`config.mk`:
```
export PLATFORM = sky130hd
export DESIGN_NAME = multi_button_reset_sequencer
export DESIGN_NICKNAME = d
export VERILOG_FILES = /design/src/seq_reset_pkg.sv /design/src/press_filter.sv /design/src/multi_button_reset_sequencer.sv
export SDC_FILE = /design/constraint.sdc
export NUM_CORES = 1
export LEC_CHECK = 0
export ABC_AREA = 1
export BUFFER_PORTS_ARGS = -buffer_cell sky130_fd_sc_hd__buf_2
export CORE_MARGIN = 8
export CORE_UTILIZATION = 35
export DETAILED_ROUTE_END_ITERATION = 8
export GPL_TIMING_DRIVEN = 0
export HOLD_SLACK_MARGIN = 0.03
export PLACE_DENSITY_LB_ADDON = 0.2
export RECOVER_POWER = 50
export SYNTH_ARGS = -nofsm -noshare
export SYNTH_HDL_FRONTEND = slang
export SYNTH_SLANG_ARGS = --single-unit
```
`constraint.sdc`:
```
create_clock -name clk_sys -period 22.6 [get_ports clk_sys]
set_input_delay 4.52 -clock clk_sys [delete_from_list [all_inputs] [get_ports clk_sys]]
set_output_delay 4.52 -clock clk_sys [all_outputs]
set_load 0.05 [all_outputs]
```
`src/seq_reset_pkg.sv`:
```
package seq_reset_pkg;

    // clock and time base
    localparam int unsigned CLK_PERIOD_NS = 20;
    localparam int unsigned MS_NS         = 1000000;
    localparam int unsigned MS_CYCLES     = MS_NS / CLK_PERIOD_NS;
    localparam int unsigned BLINK_HALF_MS = 500;
    localparam logic [9:0]  BLINK_LAST_MS = 10'(BLINK_HALF_MS - 1);

    // button layout: low half enclosure side, high half outer side
    localparam int unsigned MAX_SIDE  = 8;
    localparam int unsigned BTN_COUNT = 2 * MAX_SIDE;
    localparam int unsigned MS_W      = 16;

    // register map
    localparam int unsigned AXI_AW      = 8;
    localparam logic [7:0]  ADDR_CFG     = 8'h00;
    localparam logic [7:0]  ADDR_MINPUSH = 8'h04;
    localparam logic [7:0]  ADDR_MAXGAP  = 8'h08;
    localparam logic [7:0]  ADDR_STATUS  = 8'h0c;

    // field positions
    localparam int unsigned CFG_IN_LSB    = 0;
    localparam int unsigned CFG_OUT_LSB   = 8;
    localparam int unsigned STAT_CONF_BIT = 0;
    localparam int unsigned STAT_LOCK_BIT = 1;
    localparam int unsigned STAT_ST_LSB   = 2;
    localparam int unsigned STAT_POS_LSB  = 8;

    // reset values
    localparam logic [3:0]      RST_INSIDE  = 4'h0;
    localparam logic [3:0]      RST_OUTSIDE = 4'h1;
    localparam logic [MS_W-1:0] RST_MINPUSH = 16'h0064;
    localparam logic [MS_W-1:0] RST_MAXGAP  = 16'h2710;

    localparam logic [1:0] RESP_OKAY   = 2'h0;
    localparam logic [1:0] RESP_SLVERR = 2'h2;

    typedef enum logic [1:0] {
        ST_INSIDE  = 2'h0,
        ST_OUTSIDE = 2'h1,
        ST_DONE    = 2'h3
    } seqState_t;

    typedef struct packed {
        logic [AXI_AW-1:0] awaddr;
        logic              awvalid;
        logic [31:0]       wdata;
        logic [3:0]        wstrb;
        logic              wvalid;
        logic              bready;
        logic [AXI_AW-1:0] araddr;
        logic              arvalid;
        logic              rready;
    } axiLiteReq_t;

    typedef struct packed {
        logic        awready;
        logic        wready;
        logic        bvalid;
        logic [1:0]  bresp;
        logic        arready;
        logic        rvalid;
        logic [31:0] rdata;
        logic [1:0]  rresp;
    } axiLiteRsp_t;

endpackage

```
`src/press_filter.sv`:
```
module press_filter #(
    parameter int unsigned MS_W = seq_reset_pkg::MS_W
) (
    input  wire logic            clk_sys,
    input  wire logic            rst,
    input  wire logic            buttonPin,
    input  wire logic            msTick,
    input  wire logic            clear,
    input  wire logic [MS_W-1:0] minPush,
    output      logic            pressValid
);

    logic            syncA;
    logic            syncB;
    logic            held;
    logic [MS_W-1:0] highMs;

    // a press ends on the falling edge after the high stretch
    wire fallEdge   = held & ~syncB;
    wire longEnough = highMs >= minPush;
    wire atMax      = &highMs;

    always_ff @(posedge clk_sys or posedge rst)
    begin
        if (rst)
        begin
            syncA      <= 1'b0;
            syncB      <= 1'b0;
            held       <= 1'b0;
            pressValid <= 1'b0;
            highMs     <= '0;
        end
        else
        begin
            syncA      <= buttonPin;
            syncB      <= syncA;
            held       <= syncB;
            pressValid <= fallEdge & longEnough & ~clear;
            // saturate so a stuck button cannot wrap into a short press
            if (clear || !syncB)
                highMs <= '0;
            else if (msTick && !atMax)
                highMs <= highMs + 1'b1;
        end
    end
endmodule

```
`src/multi_button_reset_sequencer.sv`:
```
// Notes on behaviour
// - guard low is ignored while enclosure buttons are still being collected
// - after the first outer press is accepted the guard must stay high
// - guard low in that phase drops all progress and restarts from step one
// - confirmed rises once every configured press was taken in order
// - guard falling outside the enclosure phase forces confirmed low
// - lamp of the next button blinks 500 ms high, 500 ms low; others dark
// - gap between accepted presses above the maximum restarts the sequence
// - a press counts only if held high for at least the minimum time
// - enclosure button count is 0 to 8; zero means outer buttons only
// - outer button count is 1 to 8, never fewer than one
// - completion only ever happens on an outer button press
// - a press is a low-high-low pulse on the button input
//
// Local design decisions: the AXI4-Lite register port and the placing of the registers.
module multi_button_reset_sequencer #(
    parameter int unsigned MS_CYCLES = seq_reset_pkg::MS_CYCLES
) (
    input  wire logic                       clk_sys,
    input  wire logic                       rst,
    input  wire seq_reset_pkg::axiLiteReq_t axiReq,
    output      seq_reset_pkg::axiLiteRsp_t axiRsp,
    input  wire logic                       guardPin,
    input  wire logic [15:0]                buttonPin,
    output      logic                       confirmed,
    output      logic [15:0]                lamp
);

    localparam int unsigned BTN   = seq_reset_pkg::BTN_COUNT;
    localparam int unsigned MSW   = seq_reset_pkg::MS_W;
    localparam int unsigned DIV_W = $clog2(MS_CYCLES);
    localparam logic [DIV_W-1:0] DIV_LAST = DIV_W'(MS_CYCLES - 1);
    localparam logic [3:0] SIDE4 = 4'(seq_reset_pkg::MAX_SIDE);
    localparam logic [3:0] ONE4  = 4'h1;

    // ---- register file state ----
    logic [3:0]     nIn;
    logic [3:0]     nOut;
    logic [MSW-1:0] minPush;
    logic [MSW-1:0] maxGap;

    // ---- bus slave state ----
    logic        awHeld;
    logic [7:0]  awAddrQ;
    logic        wHeld;
    logic [31:0] wDataQ;
    logic [3:0]  wStrbQ;
    logic        bValid;
    logic [1:0]  bResp;
    logic        rValid;
    logic [31:0] rData;
    logic [1:0]  rResp;

    // ---- sequencer state ----
    seq_reset_pkg::seqState_t state;
    seq_reset_pkg::seqState_t next_state;
    logic [4:0]       pos;
    logic [DIV_W-1:0] msDiv;
    logic             msTick;
    logic [MSW-1:0]   gapMs;
    logic [9:0]       blinkMs;
    logic             blinkPhase;
    logic             guardA;
    logic             guardB;
    logic [BTN-1:0]   pressValid;

    function automatic logic [31:0] merge(input logic [31:0] old,
                                          input logic [31:0] data,
                                          input logic [3:0]  strb);
        logic [31:0] res;
        res = old;
        for (int b = 0; b < 4; b++)
            if (strb[b])
                res[8*b +: 8] = data[8*b +: 8];
        return res;
    endfunction

    // ---- AXI4-Lite decode ----
    wire [7:0] wrAddr  = {awAddrQ[7:2], 2'h0};
    wire [7:0] rdAddr  = {axiReq.araddr[7:2], 2'h0};
    wire       wrCfg   = wrAddr == seq_reset_pkg::ADDR_CFG;
    wire       wrMin   = wrAddr == seq_reset_pkg::ADDR_MINPUSH;
    wire       wrGap   = wrAddr == seq_reset_pkg::ADDR_MAXGAP;
    wire       wrStat  = wrAddr == seq_reset_pkg::ADDR_STATUS;
    wire       wrHit   = wrCfg | wrMin | wrGap | wrStat;
    wire       awTake  = axiReq.awvalid & ~awHeld & ~bValid;
    wire       wTake   = axiReq.wvalid & ~wHeld & ~bValid;
    wire       doWrite = awHeld & wHeld & ~bValid;
    wire       arTake  = axiReq.arvalid & ~rValid;
    // any settings change restarts so no half-done sequence mixes two setups
    wire       cfgWr   = doWrite & (wrCfg | wrMin | wrGap);

    wire [31:0] cfgWord = (32'(nIn) << seq_reset_pkg::CFG_IN_LSB)
                        | (32'(nOut) << seq_reset_pkg::CFG_OUT_LSB);
    wire [31:0] cfgNew  = merge(cfgWord, wDataQ, wStrbQ);
    wire [31:0] minNew  = merge(32'(minPush), wDataQ, wStrbQ);
    wire [31:0] gapNew  = merge(32'(maxGap), wDataQ, wStrbQ);
    wire [3:0]  inRaw   = cfgNew[seq_reset_pkg::CFG_IN_LSB +: 4];
    wire [3:0]  outRaw  = cfgNew[seq_reset_pkg::CFG_OUT_LSB +: 4];
    wire [3:0]  inClamp = (inRaw > SIDE4) ? SIDE4 : inRaw;
    wire [3:0]  outClamp = (outRaw == 4'h0) ? ONE4
                         : (outRaw > SIDE4) ? SIDE4 : outRaw;

    // ---- sequence position and expectation ----
    wire [4:0]  total     = {1'b0, nIn} + {1'b0, nOut};
    wire [4:0]  posInc    = pos + 5'h01;
    wire        posInside = pos < {1'b0, nIn};
    wire [4:0]  outerOff  = pos - {1'b0, nIn};
    wire [3:0]  expIdx    = posInside ? pos[3:0]
                                      : SIDE4 + outerOff[3:0];
    wire [BTN-1:0] expMask = BTN'(1) << expIdx;
    wire        gd        = guardB;

    // a press is taken only while the state agrees with the position
    wire phaseOk = (state == seq_reset_pkg::ST_INSIDE && posInside)
                 || state == seq_reset_pkg::ST_OUTSIDE;
    wire rightPress = phaseOk & pressValid[expIdx];
    wire stray = (state != seq_reset_pkg::ST_DONE)
               & (|(pressValid & ~expMask));
    wire lastStep = rightPress & (posInc == total);
    // guard only counts once an outer press has gone through
    wire outerLocked = (state == seq_reset_pkg::ST_OUTSIDE
                        && pos > {1'b0, nIn})
                     || state == seq_reset_pkg::ST_DONE;
    wire guardAbort = outerLocked & ~gd;
    wire gapExpired = (pos != 5'h00)
                    & (state != seq_reset_pkg::ST_DONE)
                    & (gapMs > maxGap);
    // completing with the guard already low would give a one-cycle blip
    wire finalLow   = lastStep & ~gd;
    wire restart    = guardAbort | gapExpired | stray | cfgWr | finalLow;

    always_comb
    begin
        next_state = state;
        unique case (state)
            seq_reset_pkg::ST_INSIDE:
                if (!posInside || (rightPress && posInc == {1'b0, nIn}))
                    next_state = seq_reset_pkg::ST_OUTSIDE;
            seq_reset_pkg::ST_OUTSIDE:
                if (lastStep)
                    next_state = seq_reset_pkg::ST_DONE;
            seq_reset_pkg::ST_DONE:
                next_state = seq_reset_pkg::ST_DONE;
            default:
                next_state = seq_reset_pkg::ST_INSIDE;
        endcase
    end

    // ---- per-button press filters ----
    genvar gi;
    generate
        for (gi = 0; gi < BTN; gi++)
        begin : g_btn
            press_filter #(
                .MS_W (MSW)
            ) u_press (
                .clk_sys    (clk_sys),
                .rst        (rst),
                .buttonPin  (buttonPin[gi]),
                .msTick     (msTick),
                .clear      (restart),
                .minPush    (minPush),
                .pressValid (pressValid[gi])
            );
        end
    endgenerate

    // ---- bus slave ----
    wire [31:0] statWord =
          (32'(confirmed) << seq_reset_pkg::STAT_CONF_BIT)
        | (32'(outerLocked) << seq_reset_pkg::STAT_LOCK_BIT)
        | (32'(state) << seq_reset_pkg::STAT_ST_LSB)
        | (32'(pos) << seq_reset_pkg::STAT_POS_LSB);
    wire rdCfg  = rdAddr == seq_reset_pkg::ADDR_CFG;
    wire rdMin  = rdAddr == seq_reset_pkg::ADDR_MINPUSH;
    wire rdGap  = rdAddr == seq_reset_pkg::ADDR_MAXGAP;
    wire rdStat = rdAddr == seq_reset_pkg::ADDR_STATUS;
    wire rdHit  = rdCfg | rdMin | rdGap | rdStat;
    wire [31:0] rdMux = rdCfg  ? cfgWord
                      : rdMin  ? 32'(minPush)
                      : rdGap  ? 32'(maxGap)
                      : rdStat ? statWord : 32'h0000_0000;

    always_ff @(posedge clk_sys or posedge rst)
    begin
        if (rst)
        begin
            awHeld  <= 1'b0;
            awAddrQ <= 8'h00;
            wHeld   <= 1'b0;
            wDataQ  <= 32'h0000_0000;
            wStrbQ  <= 4'h0;
            bValid  <= 1'b0;
            bResp   <= seq_reset_pkg::RESP_OKAY;
        end
        else
        begin
            if (awTake)
            begin
                awHeld  <= 1'b1;
                awAddrQ <= axiReq.awaddr;
            end
            if (wTake)
            begin
                wHeld  <= 1'b1;
                wDataQ <= axiReq.wdata;
                wStrbQ <= axiReq.wstrb;
            end
            if (doWrite)
            begin
                awHeld <= 1'b0;
                wHeld  <= 1'b0;
                bValid <= 1'b1;
                bResp  <= wrHit ? seq_reset_pkg::RESP_OKAY
                                : seq_reset_pkg::RESP_SLVERR;
            end
            else if (bValid && axiReq.bready)
                bValid <= 1'b0;
        end
    end

    always_ff @(posedge clk_sys or posedge rst)
    begin
        if (rst)
        begin
            rValid <= 1'b0;
            rData  <= 32'h0000_0000;
            rResp  <= seq_reset_pkg::RESP_OKAY;
        end
        else if (arTake)
        begin
            rValid <= 1'b1;
            rData  <= rdMux;
            rResp  <= rdHit ? seq_reset_pkg::RESP_OKAY
                            : seq_reset_pkg::RESP_SLVERR;
        end
        else if (rValid && axiReq.rready)
            rValid <= 1'b0;
    end

    // status is read only; writes to it are answered but change nothing
    always_ff @(posedge clk_sys or posedge rst)
    begin
        if (rst)
        begin
            nIn     <= seq_reset_pkg::RST_INSIDE;
            nOut    <= seq_reset_pkg::RST_OUTSIDE;
            minPush <= seq_reset_pkg::RST_MINPUSH;
            maxGap  <= seq_reset_pkg::RST_MAXGAP;
        end
        else if (doWrite)
        begin
            if (wrCfg)
            begin
                nIn  <= inClamp;
                nOut <= outClamp;
            end
            if (wrMin)
                minPush <= minNew[MSW-1:0];
            if (wrGap)
                maxGap <= gapNew[MSW-1:0];
        end
    end

    assign axiRsp = '{awready: ~awHeld & ~bValid,
                      wready:  ~wHeld & ~bValid,
                      bvalid:  bValid,
                      bresp:   bResp,
                      arready: ~rValid,
                      rvalid:  rValid,
                      rdata:   rData,
                      rresp:   rResp};

    // ---- time base and guard synchroniser ----
    always_ff @(posedge clk_sys or posedge rst)
    begin
        if (rst)
        begin
            msDiv  <= '0;
            msTick <= 1'b0;
            guardA <= 1'b0;
            guardB <= 1'b0;
        end
        else
        begin
            msTick <= msDiv == DIV_LAST;
            msDiv  <= (msDiv == DIV_LAST) ? '0 : msDiv + 1'b1;
            guardA <= guardPin;
            guardB <= guardA;
        end
    end

    // ---- sequencer ----
    always_ff @(posedge clk_sys or posedge rst)
    begin
        if (rst)
        begin
            state     <= seq_reset_pkg::ST_INSIDE;
            pos       <= 5'h00;
            confirmed <= 1'b0;
        end
        else if (restart)
        begin
            state     <= seq_reset_pkg::ST_INSIDE;
            pos       <= 5'h00;
            confirmed <= 1'b0;
        end
        else
        begin
            state     <= next_state;
            pos       <= rightPress ? posInc : pos;
            confirmed <= next_state == seq_reset_pkg::ST_DONE;
        end
    end

    always_ff @(posedge clk_sys or posedge rst)
    begin
        if (rst)
            gapMs <= '0;
        else if (restart || rightPress)
            gapMs <= '0;
        else if (msTick && !(&gapMs))
            gapMs <= gapMs + 1'b1;
    end

    // blink runs freely so every lamp shares one phase
    always_ff @(posedge clk_sys or posedge rst)
    begin
        if (rst)
        begin
            blinkMs    <= 10'h000;
            blinkPhase <= 1'b0;
            lamp       <= '0;
        end
        else
        begin
            if (msTick)
            begin
                blinkMs <= (blinkMs == seq_reset_pkg::BLINK_LAST_MS)
                         ? 10'h000 : blinkMs + 10'h001;
                if (blinkMs == seq_reset_pkg::BLINK_LAST_MS)
                    blinkPhase <= ~blinkPhase;
            end
            // dark for the step cycle so the old button never shows
            // alongside the new position or the confirmed output
            lamp <= (blinkPhase && phaseOk && !rightPress && !restart)
                  ? expMask : '0;
        end
    end
endmodule

```
==> key figures, run 1 <==
Setup path
  – CP max FO: between 100 and 150
  – CP required: 23300 ps
  – CP arrival: 7900 ps
  – Worst Setup End Kind: asynchronous set/reset pin
  – CP peak stage delay: 2110 ps
  – Top cell by count, worst path: buf_16
  – Type of the worst setup path: input pin to asynchronous set/reset pin
  – Buf/Inv on CP: 4
  – CP max stage cell: clkinvlp_2
  – Critical Path, Cell by Cell: buf_2, clkinvlp_2, buf_16, buf_16
  – CP delay by family, top: buffers and inverters
  – Startpoint Class: input pin

Finish
  – Fill count: about 8400
  – Post-layout net count: 3967
  – Multi-input logic area: 14700 um^2
  – Commonest non-fill, non-tap cell in the layout: nand2_1
  – Area Growth Syn to Fin: 13.2%
  – Register area: approximately 12000 um^2
  – Most frequent cells in the layout: nand2_1, nor2_1, dfrtp_1
  – Flip-flop count of the largest register after layout: 256
  – Reg with most FFs: g_btn.u_press.highMs
  – Antenna diodes: 0
  – Share of post-route cells with drive strength above 1: between 7 and 8%

Place
  – HPWL Detailed: about 53000 um
  – Port buffer count: 93
  – Final GP Congestion: 0.839

STA
  – RSZ-0062 raised after global routing: no
  – Fin. Hold Viols: 0
  – Tightest Pin Transition: 3900 ps
  – Slew headroom: -160%
  – Crit path time final: 7190 ps
  – Final setup TNS: 0 ps
  – Hold slack: 337 ps
  – Final setup viols: 0
  – Final Skew: roughly 19 ps
  – Max-slew violation count: 80
  – Max Fclk: roughly 140 MHz
  – Final critical-path share of the clock period: about a third

Yosys
  – Synth Warn #: 0
  – Synthesized area: about 29000 um^2
  – Syn Inst Count: ~3400
  – Cell taking the most area after synthesis: dfrtp_1
  – Post-synth top area share: approximately two fifths
  – Synth top area cells: dfrtp_1, ha_1, nand2_1
  – Avg Inst Size Synth: 8.43 um^2
  – Most used DFF post-synth: dfrtp_1
  – Post-synth EDFFs: 0
  – Flops & latches, synth: 476
  – Number of distinct library cells after synthesis: 61
  – Ys async rst share: between 90% and 100%
  – Register area share after synthesis: about two fifths

Clock network
  – Cts bufs inserted: 57
  – Clk Latency, worst-skew pair: between 600 and 700 ps
  – Post-CTS Setup Inserts: 0
  – # clock sinks: 476
  – Longest Clk Path Bufs: 3
  – TritonCTS clock tree: built
  – Root buf cell: clkbuf_16
  – Hold buffers post-CTS: 0
  – CTS resizes: 0
  – CTS H-tree depth: 2
  – Clock slew at reported path FFs: ~60 ps

Detailed routing
  – Vias: 22537
  – Final ANT Viol Nets: 0
  – Drt first-iter violations: about 1300
  – DR WL/cell: 16.4 um
  – Via-to-Cell Ratio: ~4.8
  – Final WL: 76900 um
  – DRC Markers: 0
  – 1st-pass router iterations: 5

Global route
  – Antenna violations before repair: 1
  – Largest net degree at the start of global routing: ~120
  – Vias in the first global route: approximately 22000
  – Grt ovf: 0
  – First-pass GRT wire length: between 100000 and 150000 um
  – GRT Util Overall: between 10% and 20%

Power
  – P per Cell Area: 110 nW/um^2
  – Leakage: about 15 nW
  – PnR Total Power: between 3 and 4 mW
  – Worst VDD drop: about 81 uV

Outcome
  – Failing checks: capacitance limit, slew limit
  – Status: complete, but fails checks

Die
  – Chip height: roughly 300 um
  – IO Count: approximately 130
  – Full die area: around 90000 um^2
  – Starting Density: about a third
  – Std-Cell Rows: 105
  – Core area: roughly 82000 um^2
  – DIE WIDTH: a little over 300 um

Flow run
  – Max Cap Viol: 1

Min path
  – Worst hold path class: flip-flop to flip-flop
==> kinds of logic (layout without fill, tap and decap cells) <==
family | count (synthesis) | after routing | share of synthesized area, %
AOI/OAI and AO/OA | 394 | 394 | 7.62
xor gates and xnor gates | 241 | 241 | 7.35
adders and majority gates | 305 | 305 | 13.4
buffers and inverters | 479 | 688 | 6.98
DFF | 476 | 476 | 41.5
muxes | 11 | 11 | 0.401
other | 1 | 18 | 0.0131
and+or+nand+nor | 1500 | 1500 | 22.8
==> per-layer routing <==
metal	up-vias	global-route usage, %	part of all wire [%]
met4	2	4.95	2.9
met3	114	2.55	4.3
met5	-	0	0.016
li1	11528	-	-
met1	10550	23.1	47
met2	343	28.1	46
==> synthesized netlist by cell type (all sizes together), types with 22 or more instances <==
cell type,count
nand3,189
nor3,93
xnor2,57
buf,46
dfrtp,467
ha,302
nand4,61
nor2,540
nor4,22
a21oi,179
inv,412
o21ai,126
nand2,552
xor2,184
==> metrics by stage <==
step	util (%)	worst slack, ps	instance area (um^2)	cells
after floorplan	-	4820	28800	3424
final	39.8	15410	32500	4703
after global placement	37.4	-1730	30600	4587
after CTS	40.0	16560	32700	4700
after detailed placement	37.7	15960	30800	4594
after global routing	39.8	14760	32500	4703
==> area by class of cell <==
cell class,count,area share [%]
multi-input cells,2469,45.3
flip-flops and latches,476,36.7
clock buffers,88,5.24
inverters,415,4.80
well taps,1070,4.12
repair buffers,103,2.05
plain buffers,64,1.04
clock inverters,18,0.751
==> report_power, final <==
part	internal, mW	leakage (nW)	switching, mW	total, mW
clock	0.574	0.961	0.380	0.954
combinational	0.420	7.81	1.21	1.63
sequential	0.923	6.38	0.0541	0.977
==> path summary, 6_finish.rpt <==
check	depth (start not counted)	start	slack (ps)	end
max	4	rst	15410	rData[12]
min	0	g_btn[8].u_press.syncA	340	g_btn[8].u_press.syncB
max reg2reg	23	pos[0]	16790	g_btn[5].u_press.highMs[5]
min reg2reg	0	g_btn[8].u_press.syncA	340	g_btn[8].u_press.syncB
max in group clk_sys	8	axiReq[9]	16560	rData[1]
min in group asynchronous	2	rst	5030	g_btn[2].u_press.highMs[1]
No activity file was read; power rests on OpenSTA's default activity.
==> run 2, diff against run 1 <==
Settings changed: ABC_AREA 1 to 0.
Clock period 22.6 ns to 7.2 ns, I/O delays scaled along.
==> key figures, run 2 <==
STA
  – Final setup viols: 0
  – Slew headroom: -57.7%
  – Tightest Pin Transition: 2370 ps
  – Fin. Hold Viols: 0
  – Final Skew: roughly 24 ps
  – Max Fclk: approximately 160 MHz
  – Final critical-path share of the clock period: between 80% and 90%
  – Final setup TNS: 0 ps
  – Hold slack: roughly 340 ps
  – RSZ-0062 raised after global routing: no
  – Max-slew violation count: roughly 300
  – Crit path time final: roughly 6200 ps

Outcome
  – Status: complete, but fails checks
  – Failing checks: capacitance limit, slew limit

Setup path
  – Type of the worst setup path: flip-flop to flip-flop
  – Buf/Inv on CP: 7
  – Reg2reg start: pos[0]
  – Startpoint Class: flip-flop
  – Worst reg-to-reg setup slack: between 900 and 1000 ps
  – Worst Setup End Kind: flip-flop
  – CP peak stage delay: about 660 ps
  – Worst Setup SP: pos[0]
  – Critical Path, Cell by Cell: clkbuf_1, clkbuf_1, inv_1, ha_1, inv_1, ha_1, inv_1, fa_1, xnor3_1, nand2b_1, mux2_2, a2111oi_0, nand4_1, o31ai_1, o21a_1, buf_6, clkbuf_1, and4b_1
  – CP arrival: between 6000 and 7000 ps
  – CP max stage cell: clkbuf_1
  – CP max FO: 10
  – CP required: slightly below 8000 ps
  – CP delay by family, top: buffers and inverters

Yosys
  – Ys async rst share: 100%
  – Post-synth top cells: dfrtp_1, ha_1, and3_1
  – Number of distinct library cells after synthesis: 78
  – Synthesized area: 28600 um^2
  – Post-synth top area share: between 40% and 50%
  – Flops & latches, synth: roughly 480
  – Synth top area cells: dfrtp_1, ha_1, and3_1
  – Most used DFF post-synth: dfrtp_1
  – Synth Warn #: 0
  – Register area share after synthesis: a little over two fifths
  – Cell taking the most area after synthesis: dfrtp_1
  – Avg Inst Size Synth: roughly 10 um^2
  – Post-synth EDFFs: 0
  – Syn Inst Count: 2742
  – Cell with the most instances after synthesis: dfrtp_1

Global route
  – Largest net degree at the start of global routing: 45
  – Vias in the first global route: about 22000
  – GRT Util Overall: ~17%
  – First-pass GRT wire length: ~130000 um
  – Antenna violations before repair: 3
  – Grt ovf: 0

Finish
  – Post-layout net count: roughly 3300
  – Flip-flop count of the largest register after layout: 256
  – Commonest non-fill, non-tap cell in the layout: dfrtp_1
  – Fin util: 39.9%
  – Multi-input logic area: ~16000 um^2
  – Reg with most FFs: g_btn.u_press.highMs
  – Antenna diodes: 0
  – Fill count: a little under 8000
  – Register area: between 10000 and 15000 um^2
  – Most frequent cells in the layout: dfrtp_1, ha_1, and3_1
  – Area Growth Syn to Fin: 13.7%
  – Share of post-route cells with drive strength above 1: between 10% and 20%

Min path
  – Hold wc startpoint: g_btn[9].u_press.syncA
  – Worst hold path class: flip-flop to flip-flop

Clock network
  – # clock sinks: ~480
  – CTS resizes: 0
  – Root buf cell: clkbuf_16
  – Longest Clk Path Bufs: 3
  – Post-CTS Setup Inserts: 0
  – Clk Latency, worst-skew pair: 640 ps
  – CTS H-tree depth: 2
  – Clock slew at reported path FFs: roughly 60 ps
  – TritonCTS clock tree: built
  – Cts bufs inserted: 57
  – Hold buffers post-CTS: 0

Die
  – DIE WIDTH: just over 300 um
  – Starting Density: a little over a third
  – Chip height: roughly 300 um
  – Std-Cell Rows: about 110
  – Core area: 81600 um^2
  – IO Count: ~130
  – Full die area: 91200 um^2

Place
  – Port buffer count: 93
  – Final GP Congestion: 0.851
  – HPWL Detailed: between 50000 and 60000 um

Power
  – Leakage: around 16 nW
  – PnR Total Power: 11.1 mW
  – P per Cell Area: 341 nW/um^2
  – Worst VDD drop: 196 uV

Detailed routing
  – Via-to-Cell Ratio: 5.31
  – Drt first-iter violations: 1171
  – Final WL: 79300 um
  – 1st-pass router iterations: 5
  – DR WL/cell: just under 20 um
  – Final ANT Viol Nets: 0
  – Vias: between 20000 and 25000
  – DRC Markers: 0

Flow run
  – Max Cap Viol: 8
run 2: cell count changes in the layout (fill, tap and decap cells not counted), moves of 75 or more:
cell     previous run  this run
nor2_1            536       150
nand2_1           548       169
inv_1             396        84
and3_1              2       291
xnor2_1            57       193
a21oi_1           179        58
a21o_1              2       114
xor2_1            184        92
nand3_1           187       112
run 2: logic make-up after synthesis:
family                     Yosys count  share of synthesized area, %
xor gates and xnor gates           286                          8.79
other                                1                        0.0131
muxes                               91                          3.99
AOI/OAI and AO/OA                  377                          9.57
DFF                                476                          41.6
and+or+nand+nor                   1007                          19.1
adders and majority gates          305                          13.4
buffers and inverters              199                          3.54
run 2: worst paths after layout:
kind / to / cells past startpoint
max in group asynchronous: blinkMs[2] / 5
min in group asynchronous: g_btn[0].u_press.highMs[3] / 2
min reg2reg: g_btn[9].u_press.syncB / 0
max: g_btn[15].u_press.pressValid / 18
max reg2reg: g_btn[15].u_press.pressValid / 18
min: g_btn[9].u_press.syncB / 0
run 2: area by class of cell:
cell class,instances,share of cell area (%)
multi-input combinational,2084,48.4
sequential,476,36.6
clock buffer,91,5.29
tap,1070,4.11
buffer,105,2.03
timing repair buffer,109,1.78
inverter,94,1.09
clock inverter,13,0.665
run 2: worst reg2reg max path, cell delays in order, from the launching register on:
cell	delay [ps]
dfrtp_1	350
clkbuf_1	390
clkbuf_1	560
inv_1	240
ha_1	290
inv_1	70
ha_1	140
inv_1	50
fa_1	360
xnor3_1	310
nand2b_1	250
mux2_2	370
a2111oi_0	620
nand4_1	200
o31ai_1	410
o21a_1	250
buf_6	190
clkbuf_1	660
and4b_1	430
run 2: per-stage QoR:
step | std cells | instance area, um^2 | worst slack [ps]
6_report | 4042 | 32600 | 980
5_1_grt | 4042 | 32600 | 587
4_1_cts | 4042 | 32800 | 956
3_5_place_dp | 3938 | 30800 | 992
3_3_place_gp | 3922 | 30500 | -3700
2_1_floorplan | 2759 | 28700 | -681
run 2: per-layer routing:
| metal | GRT usage (%) | vias up | part of all wire (%) |
|---|---|---|---|
| met3 | 2.42 | 117 | 3.7 |
| met4 | 5.21 | 0 | 2.6 |
| met1 | 23.1 | 10713 | 47 |
| met5 | 0 | - | 0 |
| met2 | 29.4 | 378 | 47 |
| li1 | - | 10271 | - |
run 2: power by group:
part,switching (mW),leakage [nW],internal [mW]
clock,1.18,0.953,1.78
combinational,3.13,8.87,1.88
sequential,0.249,6.40,2.90
